`config.mk`:
```
export PLATFORM = sky130hd
export DESIGN_NAME = afs_supervisor
export DESIGN_NICKNAME = d
export VERILOG_FILES = /design/src/include/afs_pkg.sv /design/src/core/afs_supervisor.sv /design/src/core/afs_timer.sv
export VERILOG_INCLUDE_DIRS = /design/src /design/src/include
export SDC_FILE = /design/constraint.sdc
export NUM_CORES = 1
export LEC_CHECK = 0
export ABC_AREA = 1
export ABC_CLOCK_PERIOD_IN_PS = 4780
export BUFFER_PORTS_ARGS = -buffer_cell sky130_fd_sc_hd__buf_2
export CAP_MARGIN = 20
export CORE_MARGIN = 2
export CORE_UTILIZATION = 40
export CTS_CLUSTER_DIAMETER = 200
export DETAILED_ROUTE_END_ITERATION = 8
export PLACE_DENSITY_LB_ADDON = 0.08
export SLEW_MARGIN = 5
export SYNTH_ARGS = -nofsm -noshare
export SYNTH_HDL_FRONTEND = slang
export SYNTH_HIERARCHICAL = 1
export SYNTH_SLANG_ARGS = --single-unit
```
`constraint.sdc`:
```
create_clock -name clk -period 4.78 [get_ports clk]
set_input_delay 0.478 -clock clk [delete_from_list [all_inputs] [get_ports clk]]
set_output_delay 0.478 -clock clk [all_outputs]
set_load 0.005 [all_outputs]
```
`src/include/afs_consts.svh`:
```
// constants of the actuator fault supervisor
`ifndef AFS_CONSTS_SVH
`define AFS_CONSTS_SVH
`define AFS_CLK_KHZ        10000
`define AFS_TIM_W          24
`define AFS_SP_FULL        4096
`define AFS_SP_MID         13'h0800
`define AFS_SP_LO_PCT      15
`define AFS_SP_HI_PCT      85
`define AFS_SPAN           ((`AFS_SP_FULL * (`AFS_SP_HI_PCT - 50)) / 100)
`define AFS_STROKE_UM      7000
`define AFS_TOL_STD_PCT    12
`define AFS_TOL_ORI_PCT    25
`define AFS_NEUTRAL_UM     500
`define AFS_DI_ON_UM       800
`define AFS_DI_OFF_UM      400
`define AFS_CL_DEADBAND    8
`define AFS_SUP_MAX_DV     360
`define AFS_SUP_MIN_DV     85
`define AFS_PWM_WIN_MAX    12'hFFF
`define AFS_PWM_SAT        13'h0FFF
`define AFS_LOWER_CLOSED   2'h3
`define AFS_T_ACT_MS       500
`define AFS_T_PAS_MS       250
`define AFS_T_ORI_MS       750
`define AFS_T_HOLD_MS      100
`define AFS_T_FLT_IN_MS    500
`define AFS_T_FLT_OUT_MS   750
`endif

```
`src/include/afs_pkg.sv`:
```
// types shared by the actuator fault supervisor
`default_nettype none
package afs_pkg;
	typedef enum logic {AFS_ST_INIT, AFS_ST_RUN} afs_state_t;
	typedef enum logic [1:0] {
		AFS_MODE_NONE, AFS_MODE_ACTIVE, AFS_MODE_PASSIVE
	} afs_mode_t;
	typedef struct packed {
		afs_mode_t mode;
		logic      orifice;
		logic      pwm;
		logic      float6;
		logic      di;
	} afs_straps_t;
	typedef struct packed {
		logic        [11:0] sp_code;
		logic               sp_float;
		logic               pwm_in;
		logic signed [11:0] pos;
		logic        [1:0]  lvdt_open;
		logic        [1:0]  lvdt_short;
		logic               float_cmd;
		logic               float_active;
		logic        [9:0]  supply_dv;
		logic               clk_fail;
	} afs_sense_t;
	typedef struct packed {
		logic [1:0] upper;
		logic [1:0] lower;
	} afs_bridge_t;
	typedef struct packed {
		logic [23:0] cnt;
		logic        done;
	} afs_tim_t;
	typedef struct packed {
		afs_state_t         st;
		afs_straps_t        straps;
		logic        [11:0] pwm_win;
		logic        [12:0] pwm_hi;
		logic        [11:0] pwm_code;
		logic signed [12:0] demand;
		logic signed [12:0] pos;
		logic               sp_err;
		logic               lvdt_err;
		logic               pos_err;
		logic               flt_err;
		logic               power_bad;
		logic               fault_latched;
		logic               passive_fault;
		logic               a_low;
		logic               b_low;
		afs_bridge_t        bridge;
		logic               error_out;
		logic               di_a;
		logic               di_b;
		logic        [23:0] err_age;
		logic        [23:0] hold_age;
	} afs_core_t;
endpackage
`default_nettype wire

```
`src/core/afs_supervisor.sv`:
```
// actuator fault supervisor: bridge drive, monitoring and fault reaction
// Contract
// - power-up holds all four solenoid drives in their closed state.
// - bridge: two upper drives normally closed, two lower normally open.
// - setpoint outside 15%..85% of supply is an error.
// - floating setpoint means neutral demand, not an out-of-range error.
// - open or shorted transducer wire is an error.
// - overshoot beyond 12% (orifice 25%) or opposite side is an error.
// - neutral demand: spool outside +-0.5 mm of neutral is an error.
// - same side but nearer neutral counts as in control.
// - six-pin float: entry and exit each timed against own timeout.
// - active reaction starts after 500 ms of error, orifice 750 ms.
// - active reaction disables bridge, raises error output and lamp.
// - active fault latches until power cycle.
// - passive reaction starts after 250 ms of error, orifice 750 ms.
// - passive reaction keeps bridge running, raises error and lamp.
// - direction indicators both low while a reaction is active.
// - passive indication holds at least 100 ms, clears with error.
// - closed loop drives solenoids from setpoint minus position.
// - pwm variant takes setpoint from pwm duty only.
// - supply over 36 V, under 8.5 V or clock fail disables drives.
`include "afs_consts.svh"
`default_nettype none
module afs_supervisor #(
	parameter int unsigned QUAL_ACT_CYC = `AFS_T_ACT_MS * `AFS_CLK_KHZ,
	parameter int unsigned QUAL_PAS_CYC = `AFS_T_PAS_MS * `AFS_CLK_KHZ,
	parameter int unsigned QUAL_ORI_CYC = `AFS_T_ORI_MS * `AFS_CLK_KHZ,
	parameter int unsigned HOLD_CYC     = `AFS_T_HOLD_MS * `AFS_CLK_KHZ,
	parameter int unsigned FLT_IN_CYC   = `AFS_T_FLT_IN_MS * `AFS_CLK_KHZ,
	parameter int unsigned FLT_OUT_CYC  = `AFS_T_FLT_OUT_MS * `AFS_CLK_KHZ
) (
	input  wire logic                 clk,
	input  wire logic                 rst,
	input  wire afs_pkg::afs_straps_t straps,
	input  wire afs_pkg::afs_sense_t  sense,
	output afs_pkg::afs_bridge_t      bridge,
	output logic                      error_out,
	output logic                      lamp_red,
	output logic                      direction_indicator_a,
	output logic                      direction_indicator_b
);
	localparam logic [11:0] SP_LO =
		12'(`AFS_SP_FULL * `AFS_SP_LO_PCT / 100);
	localparam logic [11:0] SP_HI =
		12'(`AFS_SP_FULL * `AFS_SP_HI_PCT / 100);
	localparam logic signed [12:0] TOL_STD =
		13'(`AFS_SPAN * `AFS_TOL_STD_PCT / 100);
	localparam logic signed [12:0] TOL_ORI =
		13'(`AFS_SPAN * `AFS_TOL_ORI_PCT / 100);
	localparam logic signed [12:0] NB =
		13'(`AFS_SPAN * `AFS_NEUTRAL_UM / `AFS_STROKE_UM);
	localparam logic signed [12:0] DI_ON =
		13'(`AFS_SPAN * `AFS_DI_ON_UM / `AFS_STROKE_UM);
	localparam logic signed [12:0] DI_OFF =
		13'(`AFS_SPAN * `AFS_DI_OFF_UM / `AFS_STROKE_UM);
	localparam logic signed [13:0] DB = 14'(`AFS_CL_DEADBAND);
	localparam logic [9:0] SUP_MAX = 10'(`AFS_SUP_MAX_DV);
	localparam logic [9:0] SUP_MIN = 10'(`AFS_SUP_MIN_DV);

	afs_pkg::afs_core_t q_reg;
	afs_pkg::afs_core_t q_next;

	logic        [3:0]  tim_run;
	logic        [3:0]  tim_done;
	logic        [23:0] tim_lim [4];
	logic        [11:0] sp_sel;
	logic               sp_floating;
	logic               error_any;
	logic               mon_on;
	logic signed [12:0] dem_mag;
	logic signed [12:0] pos_mag;
	logic signed [12:0] tol;
	logic signed [13:0] cl_err;

	function automatic logic signed [12:0] mag(logic signed [12:0] v);
		return (v < 0) ? -v : v;
	endfunction

	// 0 qualify, 1 passive hold, 2 float entry, 3 float exit
	generate
		for (genvar i = 0; i < 4; i++) begin : g_tim
			afs_timer u_tim (
				.clk   (clk),
				.rst   (rst),
				.run   (tim_run[i]),
				.limit (tim_lim[i]),
				.done  (tim_done[i])
			);
		end
	endgenerate

	assign sp_sel      = q_reg.straps.pwm ? q_reg.pwm_code : sense.sp_code;
	assign sp_floating = !q_reg.straps.pwm && sense.sp_float;
	assign error_any   = q_reg.sp_err | q_reg.lvdt_err | q_reg.pos_err
		| q_reg.flt_err;
	assign mon_on      = q_reg.straps.mode != afs_pkg::AFS_MODE_NONE;
	assign dem_mag     = mag(q_reg.demand);
	assign pos_mag     = mag(q_reg.pos);
	assign tol         = q_reg.straps.orifice ? TOL_ORI : TOL_STD;
	assign cl_err      = 14'(q_reg.demand) - 14'(q_reg.pos);

	assign tim_run[0] = error_any && mon_on && q_reg.st == afs_pkg::AFS_ST_RUN;
	assign tim_run[1] = q_reg.passive_fault;
	assign tim_run[2] = q_reg.straps.float6 && sense.float_cmd
		&& !sense.float_active;
	assign tim_run[3] = q_reg.straps.float6 && !sense.float_cmd
		&& sense.float_active;
	assign tim_lim[0] = q_reg.straps.orifice ? 24'(QUAL_ORI_CYC) :
		(q_reg.straps.mode == afs_pkg::AFS_MODE_ACTIVE) ?
		24'(QUAL_ACT_CYC) : 24'(QUAL_PAS_CYC);
	assign tim_lim[1] = 24'(HOLD_CYC);
	assign tim_lim[2] = 24'(FLT_IN_CYC);
	assign tim_lim[3] = 24'(FLT_OUT_CYC);

	always_comb begin
		q_next = q_reg;
		// straps are caught in the first cycle after reset
		if (q_reg.st == afs_pkg::AFS_ST_INIT) begin
			q_next.straps = straps;
		end
		// pwm duty: high samples counted over a fixed window
		q_next.pwm_win = q_reg.pwm_win + 12'h1;
		if (q_reg.pwm_win == `AFS_PWM_WIN_MAX) begin
			q_next.pwm_code = (q_reg.pwm_hi >= `AFS_PWM_SAT) ? 12'hFFF :
				q_reg.pwm_hi[11:0];
			q_next.pwm_hi = 13'(sense.pwm_in);
		end else begin
			q_next.pwm_hi = q_reg.pwm_hi + 13'(sense.pwm_in);
		end
		q_next.sp_err = !sp_floating
			&& (sp_sel < SP_LO || sp_sel > SP_HI);
		q_next.demand = sp_floating ? 13'h0000 :
			13'({1'b0, sp_sel}) - `AFS_SP_MID;
		q_next.pos = 13'(sense.pos);
		q_next.lvdt_err = |{sense.lvdt_open, sense.lvdt_short};
		if (q_reg.power_bad) begin
			q_next.pos_err = 1'b0;
		end else if (q_reg.demand == 13'h0000) begin
			q_next.pos_err = pos_mag > NB;
		end else if ((q_reg.demand > 0) != (q_reg.pos > 0)) begin
			q_next.pos_err = pos_mag > NB;
		end else begin
			q_next.pos_err = pos_mag > dem_mag + tol;
		end
		q_next.flt_err = tim_done[2] | tim_done[3];
		q_next.power_bad = sense.supply_dv > SUP_MAX
			|| sense.supply_dv < SUP_MIN || sense.clk_fail;
		q_next.fault_latched = q_reg.fault_latched
			|| (q_reg.straps.mode == afs_pkg::AFS_MODE_ACTIVE
			&& tim_done[0]);
		q_next.passive_fault = (q_reg.passive_fault
			&& !(tim_done[1] && !error_any))
			|| (q_reg.straps.mode == afs_pkg::AFS_MODE_PASSIVE
			&& tim_done[0]);
		q_next.err_age = !tim_run[0] ? 24'h0 :
			(&q_reg.err_age) ? q_reg.err_age : q_reg.err_age + 24'h1;
		q_next.hold_age = !q_reg.passive_fault ? 24'h0 :
			(&q_reg.hold_age) ? q_reg.hold_age : q_reg.hold_age + 24'h1;
		case (q_reg.st)
			afs_pkg::AFS_ST_INIT: begin
				q_next.st = afs_pkg::AFS_ST_RUN;
				q_next.bridge.upper = 2'h0;
				q_next.bridge.lower = q_next.power_bad ? 2'h0 :
					`AFS_LOWER_CLOSED;
			end
			afs_pkg::AFS_ST_RUN: begin
				if (q_next.fault_latched || q_next.power_bad) begin
					q_next.bridge = '0;
				end else if (cl_err > DB) begin
					q_next.bridge.upper = 2'h1;
					q_next.bridge.lower = 2'h1;
				end else if (cl_err < -DB) begin
					q_next.bridge.upper = 2'h2;
					q_next.bridge.lower = 2'h2;
				end else begin
					q_next.bridge.upper = 2'h0;
					q_next.bridge.lower = `AFS_LOWER_CLOSED;
				end
			end
			default: begin
				q_next.st = afs_pkg::AFS_ST_INIT;
			end
		endcase
		q_next.error_out = q_next.fault_latched
			|| q_next.passive_fault;
		q_next.a_low = (q_reg.pos > DI_ON) ? 1'b1 :
			(q_reg.pos < DI_OFF) ? 1'b0 : q_reg.a_low;
		q_next.b_low = (q_reg.pos < -DI_ON) ? 1'b1 :
			(q_reg.pos > -DI_OFF) ? 1'b0 : q_reg.b_low;
		q_next.di_a = q_reg.straps.di && !q_next.a_low
			&& !q_next.error_out;
		q_next.di_b = q_reg.straps.di && !q_next.b_low
			&& !q_next.error_out;
	end

	always_ff @(posedge clk) begin
		if (rst) begin
			q_reg <= '0;
			q_reg.bridge.lower <= `AFS_LOWER_CLOSED;
		end else begin
			q_reg <= q_next;
		end
	end

	assign bridge                = q_reg.bridge;
	assign error_out             = q_reg.error_out;
	assign lamp_red              = q_reg.error_out;
	assign direction_indicator_a = q_reg.di_a;
	assign direction_indicator_b = q_reg.di_b;
endmodule // afs_supervisor
`default_nettype wire

```
`src/core/afs_timer.sv`:
```
// qualification timer: counts uninterrupted run cycles up to a limit
`include "afs_consts.svh"
`default_nettype none
module afs_timer (
	input  wire logic                   clk,
	input  wire logic                   rst,
	input  wire logic                   run,
	input  wire logic [`AFS_TIM_W-1:0]  limit,
	output logic                        done
);
	afs_pkg::afs_tim_t q_reg;
	afs_pkg::afs_tim_t q_next;

	always_comb begin
		q_next = q_reg;
		if (!run) begin
			q_next.cnt = '0;
		end else if (q_reg.cnt < limit) begin
			q_next.cnt = q_reg.cnt + 24'h1;
		end
		q_next.done = run && (q_next.cnt >= limit);
	end

	always_ff @(posedge clk) begin
		if (rst) begin
			q_reg <= '0;
		end else begin
			q_reg <= q_next;
		end
	end

	assign done = q_reg.done;
endmodule // afs_timer
`default_nettype wire

```
==> qor.yml, run 1 <==
synth-edff-count: 0
syn_avg_cell_area_um2: 6.23
grt_max_degree: 78
nNetsFinal: 3213
rsz0062_at_grt: "false"
holdBufCountCts: 0
numCtsBuffers: 17
r2r_end: "g_tim[0].u_tim/done$_SDFF_PP0_"
drive_gt1_share_pct: 6.69
max_freq_mhz: 252
ios: 59
worst-setup-path-type: "reg2reg"
clock_skew_ns: 0.0141
grt_overflow: 0
floorplan.initialDensity_pct: 40.7
syn-instance-count: 2829
path_max_fanout: 25
power.density_nw_per_um2: 191
cpPeakStageDelay_ns: 0.49
p_leak_nw: 10.3
synthFlopType: "dfxtp_1"
worstRegToRegCells: 23
hold_depth: 3
outcome: "complete, no violations"
multi_input_area_um2: 12000
htreeDepth: 4
row_count: 76
grt_use_total_pct: 20.8
crit_arrival_ns: 4.39
synth_top_cell_by_area: "dfxtp_1"
diodes: 0
start_kind: "flop"
setup_tns_ns: 0
grt_antenna_before_repair: 3
ant_nets: 0
die-area_um2: 45700
cts-resized-gates: 0
syn2layout_area_growth_pct: 8.56
yosys_warnings: 6
ir_worst_vdd_uv: 167
required_ns: 5.20
async_flop_share_pct: 0
yosysUniqueCellTypes: 57
vias: 16800
final_cell_count_no_fill: 3529
portBuffers: 58
gp_congestion: 0.879
seq_area_frac_synth_pct: 20.9
dp_cells: 3497
clk_pin_slew_ns: 0.07
hpwlAfterDp_um: 36100
hold_start: "sense[20]"
crit_chain: "inv_1 > nand2_1 > inv_1 > ha_1 > nand2_1 > nor2_2 > and2_4 > nand2_2 > nor2_4 > nand2_4 > nand2_4 > nand2_1 > nand3_1 > inv_1 > ha_1 > nand2_1 > inv_1 > nand3_1 > nor3_1 > nand4_1 > nand4_1 > nand2_1 > inv_1"
hold_viol: 0
wire_per_inst_um: 12.9
grt_pass1_wl_um: 76900
coreArea_um2: 43300
cp-end-kind: "flop"
tightestPinTransition_ns: 1.03
cts_tree: "done"
cts_buffer_depth: 2
post-cts-setup-buffers: 0
final_cell_mix: "790 x nand2_1, 461 x inv_1, 388 x nor2_1"
slowest_stage: "dfxtp_1"
ys_ff_latch: 184
seqCellArea_um2: 3680
vias_per_cell: 4.76
wirelength_um: 45400
total_power_mw: 3.65
cts.sinks: 184
finalCritPeriodShare_pct: 83.0
drc_errors: 0
grt_pass1_vias: 16100
r2r_slack_ns: 0.81
fillCellCount: 4687
cp_top_family: "simple AND/OR/NAND/NOR gates"
slew_violations: 0
die_x_um: 214
cts_root_buffer: "clkbuf_16"
drtIter0Drc: 912
layout.cells.most_common: "nand2_1"
largest_reg_flops: 96
path_buf_inv: 5
firstDrtPassIters: 6
synthTopCellsByArea: "dfxtp_1 21%, nand2_1 17%, ha_1 16%"
hp-class: "in2reg"
worst_slew_margin_rel_pct: 31.1
min_period_ns: 3.97
min_to: "q_reg[67]$_SDFF_PP0_"
reg2reg_from: "q_reg[130]$_SDFFE_PP0N_"
drv_cap: 0
insertion_delay_ns: 0.48
die_h_um: 214
syn_area_um2: 17600
synth_top_area_share_pct: 20.9
final-setup-viol-count: 0
-- report_power, final --
group,total (mW),switching [mW],internal (mW)
combinational,0.640,0.416,0.224
clock,1.42,0.666,0.758
sequential,1.59,0.0291,1.56
-- worst register-to-register path, stage by stage, from the launching register on --
cell and delay [ns]:
dfxtp_1 0.49, inv_1 0.25, nand2_1 0.23, inv_1 0.12, ha_1 0.28, nand2_1 0.08
nor2_2 0.14, and2_4 0.18, nand2_2 0.06, nor2_4 0.10, nand2_4 0.19, nand2_4 0.32
nand2_1 0.09, nand3_1 0.10, inv_1 0.06, ha_1 0.29, nand2_1 0.05, inv_1 0.06
nand3_1 0.09, nor3_1 0.36, nand4_1 0.14, nand4_1 0.13, nand2_1 0.06, inv_1 0.05
-- how the worst max path moves through the flow --
stage | from | to | cells past startpoint
final | q_reg[130]$_SDFFE_PP0N_ | g_tim[0].u_tim/done$_SDFF_PP0_ | 23
after global routing | q_reg[130]$_SDFFE_PP0N_ | g_tim[0].u_tim/done$_SDFF_PP0_ | 23
after CTS | q_reg[130]$_SDFFE_PP0N_ | g_tim[0].u_tim/done$_SDFF_PP0_ | 23
after detailed placement | q_reg[130]$_SDFFE_PP0N_ | g_tim[0].u_tim/done$_SDFF_PP0_ | 23
after global placement | q_reg[130]$_SDFFE_PP0N_ | g_tim[0].u_tim/done$_SDFF_PP0_ | 23
after floorplan | q_reg[78]$_SDFF_PP0_ | q_reg[61]$_SDFF_PP0_ | 21
-- area by class of cell --
class / instances / share of cell area, %
Multi-Input combinational cell: 2190 / 62.8
Clock buffer: 22 / 2.48
Inverter: 473 / 9.28
Tap cell: 585 / 3.83
Sequential cell: 184 / 19.3
Timing Repair Buffer: 66 / 1.86
Clock inverter: 9 / 0.478
-- per-layer routing --
layer  vias up  global-route usage, %  part of all wire (%)
met4         0                   5.03                   1.5
met1      7534                   27.4                    49
met3        41                   3.32                   3.4
li1       8993                      -                     -
met2       239                   35.6                    46
met5         -                      0                     0
-- Yosys cell counts, types with 15 or more instances --
cell      instances
nand2_1         790
inv_1           461
nor2_1          389
nand3_1         235
ha_1            229
dfxtp_1         184
a21oi_1         106
xor2_1           56
o21ai_0          50
nand4_1          40
xnor2_1          32
nor3_1           25
nand2_2          21
buf_2            17
clkbuf_1         15
-- metrics by stage --
step | hold WS (ns) | util [%] | cell area [µm²] | setup WS (ns)
floorplan | 0.411 | - | 17900 | 1.67
finish | 0.211 | 44.2 | 19100 | 0.813
global placement | 0.430 | 42.9 | 18500 | 0.872
CTS | 0.176 | 44.2 | 19100 | 0.781
global route | 0.192 | 44.2 | 19100 | 0.397
detailed placement | 0.444 | 42.9 | 18500 | 0.811
-- kinds of logic (layout without fill, tap and decap cells) --
family | after synthesis | after routing | synth area share, %
mux | 5 | 5 | 0.284
simple gates | 1576 | 1576 | 38.4
compound gates | 203 | 203 | 6.69
other cells | 2 | 86 | 0.0426
fa+ha+maj | 230 | 230 | 16.4
buf+inv | 539 | 570 | 12.7
flops | 184 | 184 | 20.9
xor+xnor | 90 | 90 | 4.56
Power figures use the tool's default switching activity.
==> inputs of run 2 (changes only) <==
Settings changed: ABC_CLOCK_PERIOD_IN_PS 4780 to 3600.
Clock period 4.78 ns to 3.6 ns, I/O delays scaled along.
==> run 2 against run 1 <==
Against the previous run: combinational power increased by 38%; largest power group unchanged; clock skew decreased by 0.0016 ns; hold slack got worse by 0.12 ns; sequential share of layout area decreased by 0.32 points; highest routed layer unchanged.
==> qor.yml, run 2 (synthesis gave the netlist of run 1 again) <==
path_max_fanout: 3  # was 25
ios: 59  # unchanged
crit_arrival_ns: 3.74  # was 4.39 ns
fin_ws_ns: 0.271  # was 0.813 ns
die_h_um: 214  # unchanged
power.density_nw_per_um2: 253  # was 191 nW/µm²
whs_ns: 0.0923  # was 0.211 ns
syn2layout_area_growth_pct: 10.4  # was 8.56%
grt_pass1_vias: 16300  # was 16100
die_x_um: 214  # unchanged
finalCritPeriodShare_pct: 92.5  # was 83.0%
die-area_um2: 45700  # unchanged
grt_max_degree: 57  # was 78
gp_congestion: 0.891  # was 0.879
clk_pin_slew_ns: 0.07  # about the same
cp-end-kind: "flop"  # unchanged
portBuffers: 58  # unchanged
place_ws_ns: 0.0837  # was 0.811 ns
cp_top_family: "simple AND/OR/NAND/NOR gates"  # unchanged
htreeDepth: 4  # unchanged
cpPeakStageDelay_ns: 0.33  # was 0.49 ns
floorplan.initialDensity_pct: 40.7  # unchanged
layout.cells.most_common: "nand2_1"  # unchanged
cts.sinks: 184  # unchanged
min_period_ns: 3.33  # was 3.97 ns
final-setup-viol-count: 0  # unchanged
cts_root_buffer: "clkbuf_16"  # unchanged
drc_errors: 0  # unchanged
worst_slew_margin_rel_pct: 53.3  # was 31.1%
drv_cap: 0  # unchanged
coreArea_um2: 43300  # unchanged
slowest_stage: "dfxtp_1"  # unchanged
firstDrtPassIters: 5  # was 6
grt_use_total_pct: 20.9  # was 20.8%
wirelength_um: 45800  # was 45400 µm
holdBufCountCts: 0  # unchanged
sequentialPowerShare_pct: 42.8  # was 43.5%
wire_per_inst_um: 12.9  # about the same
pwr-share-clk_pct: 39.3  # was 39.0%
p_sw_share_pct: 31.4  # was 30.4%
largest_reg_flops: 96  # unchanged
grt_util_met2_pct: 35.8  # was 35.6%
worst-setup-path-type: "reg2reg"  # unchanged
vias: 16800  # about the same
drive_gt1_share_pct: 8.27  # was 6.69%
internal_power_mw: 3.37  # was 2.54 mW
hpwlAfterDp_um: 37000  # was 36100 µm
slew_violations: 0  # unchanged
ant_nets: 0  # unchanged
tightestPinTransition_ns: 0.701  # was 1.03 ns
hp-class: "in2reg"  # unchanged
cts_buffer_depth: 2  # unchanged
combPwrFrac_pct: 17.9  # was 17.5%
start_kind: "flop"  # unchanged
max_freq_mhz: 300  # was 252 MHz
clock_skew_ns: 0.0125  # was 0.0141 ns
outcome: "complete, no violations"  # unchanged
path_buf_inv: 6  # was 5
vias_per_cell: 4.72  # was 4.76
numCtsBuffers: 17  # unchanged
cp_common_cell: "inv_1"
power_switching_mw: 1.54  # was 1.11 mW
drtIter0Drc: 786  # was 912
top_usage_layer: "met2"  # unchanged
diodes: 0  # unchanged
met1_usage_pct: 27.3  # was 27.4%
grt_overflow: 0  # unchanged
required_ns: 4.01  # was 5.20 ns
insertion_delay_ns: 0.49  # was 0.48 ns
hold_viol: 0  # unchanged
grt_use_met3_pct: 2.74  # was 3.32%
p_leak_nw: 10.5  # was 10.3 nW
crit_chain: "inv_2 > buf_4 > nand3_2 > nor2_4 > a31oi_1 > xor2_1 > ha_1 > inv_1 > o21bai_1 > a21oi_2 > o21ai_2 > buf_4 > xnor2_1 > ha_1 > nand2_1 > inv_1 > nand3_1 > nor3_2 > o21ai_1 > nand3_1 > nand2_1 > o21ai_0 > inv_1 > nor3_2"  # was inv_1 > nand2_1 > inv_1 > ha_1 > nand2_1 > nor2_2 > and2_4 > nand2_2 > nor2_4 > nand2_4 > nand2_4 > nand2_1 > nand3_1 > inv_1 > ha_1 > nand2_1 > inv_1 > nand3_1 > nor3_1 > nand4_1 > nand4_1 > nand2_1 > inv_1
grt_antenna_before_repair: 0  # was 3
ir_worst_vdd_uv: 244  # was 167 µV
cts_tree: "done"  # unchanged
row_count: 76  # unchanged
nNetsFinal: 3244  # was 3213
grt_pass1_wl_um: 77000  # was 76900 µm
final_cell_mix: "788 x nand2_1, 458 x inv_1, 387 x nor2_1"  # was 790 x nand2_1, 461 x inv_1, 388 x nor2_1
run 2: cell count changes in the layout (fill, tap and decap cells not counted), sizes merged:
cell,delta
inv,+5
nand2,+1
clkbuf,-4
buf,+30
run 2: final cells by class:
class,count,area (µm²)
clock buffers,18,439
flip-flops and latches,184,3680
well taps,585,732
clock inverters,14,136
repair buffers,96,594
inverters,473,1780
fillers,4693,23800
multi-input cells,2191,12100
run 2: worst register-to-register path: stages, from the launching register on:
cell and delay, ns:
dfxtp_1 0.33, inv_2 0.08, buf_4 0.13, nand3_2 0.11
nor2_4 0.15, a31oi_1 0.11, xor2_1 0.16, ha_1 0.33
inv_1 0.11, o21bai_1 0.08, a21oi_2 0.12, o21ai_2 0.08
buf_4 0.14, xnor2_1 0.12, ha_1 0.29, nand2_1 0.05
inv_1 0.06, nand3_1 0.08, nor3_2 0.18, o21ai_1 0.11
nand3_1 0.09, nand2_1 0.04, o21ai_0 0.14, inv_1 0.07
nor3_2 0.14
run 2: routing by layer:
layer / vias to the layer above / routed length, µm
met5: - / 0
met4: 0 / 767
met3: 49 / 1110
met2: 167 / 21300
met1: 7544 / 22700
li1: 9061 / -
run 2: timing repair:
action,4_1_cts,5_1_grt
resized for setup,0,21
endpoints found under the hold margin,0,0
buffers inserted,0,6
setup endpoints to repair,0,4
run 2: worst paths after layout:
kind	slack, ns	to	depth (start not counted)	start
min	0.09	q_reg[75]$_SDFF_PP0_	3	sense[28]
min reg2reg	0.46	q_reg[126]$_SDFF_PP0_	1	q_reg[126]$_SDFF_PP0_
max	0.27	q_reg[61]$_SDFF_PP0_	24	q_reg[78]$_SDFF_PP0_
max reg2reg	0.27	q_reg[61]$_SDFF_PP0_	24	q_reg[78]$_SDFF_PP0_
run 2: through the flow:
stage	total power [mW]	setup TNS, ns	instance area [µm²]	cells	utilization (%)
final	4.92	0	19500	3561	45.0
after global routing	5.20	-0.0230	19500	3561	45.0
after CTS	4.97	0	19300	3554	44.6
after detailed placement	3.00	0	18700	3522	43.3
after global placement	2.99	0	18700	3522	43.3
after floorplan	2.78	0	17900	2913	-
run 2: power by group through the flow:
stage / logic (mW) / clock network [mW] / registers (mW)
floorplan: 0.645 / 0 / 2.14
global placement: 0.837 / 0 / 2.15
detailed placement: 0.846 / 0 / 2.15
CTS: 0.852 / 2.02 / 2.10
global route: 1.02 / 2.07 / 2.11
finish: 0.881 / 1.93 / 2.10
==> inputs of run 3 (changes only) <==
Settings changed: ABC_AREA 1 to unset.
==> run 3 against run 2 <==
Against the previous run: the run now ends with negative setup slack left; power is 0.67% higher; flip-flop and latch count stayed put; clock skew is 0.0057 ns higher; core utilization is 7.2 points higher; die area is 13% lower; sequential share of layout area hardly changed; global-route usage is 0.37 points lower; cell area is 0.84% higher; synthesized area is 14% lower; clock power hardly changed; routed wire length is 13% lower; final cell count is 23% lower.
==> qor.yml, run 3 <==
worstRegToRegCells: 20  # was 24
syn_area_um2: 15200  # was 17600 µm²
p_sw_share_pct: 28.8  # was 31.4%
coreArea_um2: 37600  # was 43300 µm²
worst-setup-path-type: "reg2reg"  # unchanged
yosysMostFrequentCell: "ha_1"  # was nand2_1
drv_cap: 0  # unchanged
gp_congestion: 0.892  # was 0.891
synthTopCellsByArea: "dfxtp_1 24%, ha_1 19%, xnor2_1 5.9%"  # was dfxtp_1 21%, nand2_1 17%, ha_1 16%
synthTopCellsByCount: "229 x ha_1, 184 x dfxtp_1, 183 x nor2_1"  # was 790 x nand2_1, 461 x inv_1, 389 x nor2_1
ys_ff_latch: 184  # unchanged
grt_pass1_wl_um: 66100  # was 77000 µm
syn_avg_cell_area_um2: 8.09  # was 6.23 µm²
cts.sinks: 184  # unchanged
hpwlAfterDp_um: 30800  # was 37000 µm
seq_area_frac_synth_pct: 24.2  # was 20.9%
sequentialPowerShare_pct: 42.5  # was 42.8%
htreeDepth: 4  # unchanged
wirelength_um: 40000  # was 45800 µm
final-setup-viol-count: 1  # was 0
internal_power_mw: 3.52  # was 3.37 mW
async_flop_share_pct: 0  # unchanged
grt_antenna_before_repair: 0  # unchanged
floorplan.initialDensity_pct: 40.5  # was 40.7%
path_max_fanout: 5  # was 3
power.density_nw_per_um2: 252  # was 253 nW/µm²
required_ns: 3.98  # was 4.01 ns
drc_errors: 0  # unchanged
nNetsFinal: 2512  # was 3244
cts_buffer_depth: 2  # unchanged
firstDrtPassIters: 5  # unchanged
ant_nets: 0  # unchanged
rsz0062_at_grt: "true"
grt_overflow: 0  # unchanged
tightestPinTransition_ns: 1.38  # was 0.701 ns
outcome: "finished with violations"  # was complete, no violations
synth_top_cell_by_area: "dfxtp_1"  # unchanged
crit_arrival_ns: 4.26  # was 3.74 ns
grt_pass1_vias: 13700  # was 16300
start_kind: "flop"  # unchanged
numCtsBuffers: 17  # unchanged
row_count: 71  # was 76
vias_per_cell: 5.07  # was 4.72
multi_input_area_um2: 11800  # was 12100 µm²
worst_slew_margin_rel_pct: 7.74  # was 53.3%
die-area_um2: 39700  # was 45700 µm²
clk_pin_slew_ns: 0.07  # about the same
p_leak_nw: 8.47  # was 10.5 nW
layout.cells.most_common: "buf_4"  # was nand2_1
finalCritPeriodShare_pct: 108  # was 92.5%
vias: 14000  # was 16800
place_area_um2: 17900  # was 18700 µm²
cts_tree: "done"  # unchanged
synth-edff-count: 0  # unchanged
slew_violations: 0  # unchanged
hold_depth: 2  # was 3
cts_root_buffer: "clkbuf_16"  # unchanged
grt_max_degree: 28  # was 57
holdBufCountCts: 0  # unchanged
ios: 59  # unchanged
violations: "negative setup slack"
slowest_stage: "nor4_4"  # was dfxtp_1
die_x_um: 199  # was 214 µm
finalInstanceArea_um2: 19600  # was 19500 µm²
drtIter0Drc: 579  # was 786
place_ws_ns: -0.468  # was 0.0837 ns
insertion_delay_ns: 0.46  # was 0.49 ns
hold_viol: 0  # unchanged
die_h_um: 199  # was 214 µm
grt_use_total_pct: 20.6  # was 20.9%
drive_gt1_share_pct: 23.4  # was 8.27%
syn2layout_area_growth_pct: 28.8  # was 10.4%
pwr-share-clk_pct: 39.2  # was 39.3%
hp-class: "in2reg"  # unchanged
largest_reg_flops: 96  # unchanged
cpPeakStageDelay_ns: 0.36  # was 0.33 ns
seqCellArea_um2: 3720  # was 3680 µm²
yosysUniqueCellTypes: 90  # was 57
cp_common_cell: "nand4_1"  # was inv_1
crit_chain: "inv_4 > nor2_4 > nand2_2 > buf_4 > inv_1 > ha_1 > nand4_1 > nor4_4 > nand4_1 > o21ai_4 > buf_6 > nor3_1 > xnor2_1 > nor2b_1 > ha_1 > nand4_1 > nor4_2 > a21oi_1 > or3_1 > a21oi_1"  # was inv_2 > buf_4 > nand3_2 > nor2_4 > a31oi_1 > xor2_1 > ha_1 > inv_1 > o21bai_1 > a21oi_2 > o21ai_2 > buf_4 > xnor2_1 > ha_1 > nand2_1 > inv_1 > nand3_1 > nor3_2 > o21ai_1 > nand3_1 > nand2_1 > o21ai_0 > inv_1 > nor3_2
combPwrFrac_pct: 18.3  # was 17.9%
synthFlopType: "dfxtp_1"  # unchanged
syn-instance-count: 1882  # was 2829
final_cell_mix: "250 x buf_4, 210 x ha_1, 182 x nor2_1"  # was 788 x nand2_1, 458 x inv_1, 387 x nor2_1
clock_skew_ns: 0.0182  # was 0.0125 ns
ir_worst_vdd_uv: 316  # was 244 µV
wire_per_inst_um: 14.5  # was 12.9 µm
yosys_warnings: 6  # unchanged
power_switching_mw: 1.43  # was 1.54 mW
min_period_ns: 3.89  # was 3.33 ns
fin_ws_ns: -0.285  # was 0.271 ns
max_freq_mhz: 257  # was 300 MHz
diodes: 0  # unchanged
fillCellCount: 3587  # was 4693
cp-end-kind: "flop"  # unchanged
portBuffers: 58  # unchanged
synth_top_area_share_pct: 24.2  # was 20.9%
## run 3: changes by cell type after synthesis, sizes merged, moves of 35 or more
cell | previous run | this run
nor4 | 5 | 42
xnor2 | 32 | 102
nand2 | 821 | 110
nand3 | 245 | 53
nor2 | 407 | 184
xor2 | 58 | 23
a21o | 4 | 55
inv | 472 | 135
nor2b | 0 | 109
## run 3: critical path, delay by kind of cell (launching register included)
kind            cells  cell delay (ns)
buf+inv             4             0.38
compound gates      3             0.52
fa+ha+maj           2             0.59
xor+xnor            1             0.22
simple gates       10             1.75
flops               1             0.34
## run 3: metal layers
metal  global-route usage (%)  wire length, µm  part of all wire (%)
met1                     25.6            18700                    47
met2                     36.5            19600                    49
met3                     3.24              989                   2.5
met4                     5.89              692                   1.7
met5                        0                0                     0
## run 3: repair_timing
action	4_1_cts	5_1_grt
pin swaps	37	93
buffers inserted	15	23
gates cloned	0	1
gates resized for setup	43	125
endpoints found under the setup margin	5	5
## run 3: final cells by class
type                    count  area share, %
clock buffers              18           2.19
well taps                 511           3.26
clock inverters            14          0.810
multi-input cells        1574           60.4
inverters                 136           2.62
repair buffers            318           11.8
flip-flops and latches    184           18.9
## run 3: power groups by stage
| stage | Clock (mW) | Combinational, mW | Sequential, mW |
|---|---|---|---|
| floorplan | 0 | 0.588 | 2.13 |
| global placement | 0 | 0.836 | 2.15 |
| detailed placement | 0 | 0.845 | 2.15 |
| CTS | 2.01 | 0.861 | 2.11 |
| global route | 2.10 | 1.02 | 2.11 |
| finish | 1.94 | 0.904 | 2.11 |
## run 3: cell families after synthesis
group | share of synthesized area [%]
mux | 2.37
simple gates | 25.8
flops | 24.2
buf+inv | 5.45
compound gates | 16.0
fa+ha+maj | 18.9
xor+xnor | 7.24
other cells | 0.0493
## run 3: final timing paths
| kind | slack, ns | endpoint | from |
|---|---|---|---|
| hold reg to reg | 0.45 | q_reg[61]$_SDFF_PP0_ | q_reg[59]$_SDFF_PP0_ |
| setup / recovery | -0.29 | g_tim[0].u_tim/done$_SDFF_PP0_ | q_reg[131]$_SDFFE_PP0N_ |
| setup reg to reg | -0.29 | g_tim[0].u_tim/done$_SDFF_PP0_ | q_reg[131]$_SDFFE_PP0N_ |
| hold / removal | 0.12 | q_reg[75]$_SDFF_PP0_ | sense[28] |
## run 3: through the flow
stage / hold slack (ns) / power [mW] / utilization, % / TNS [ns] / cells
global placement: 0.428 / 2.99 / 47.6 / -0.978 / 2686
floorplan: 0.379 / 2.72 / - / 0 / 1966
global route: 0.111 / 5.23 / 52.2 / -0.872 / 2755
detailed placement: 0.438 / 3.00 / 47.6 / -1.18 / 2686
finish: 0.120 / 4.95 / 52.2 / -0.285 / 2755
CTS: 0.0996 / 4.98 / 49.9 / -0.253 / 2732
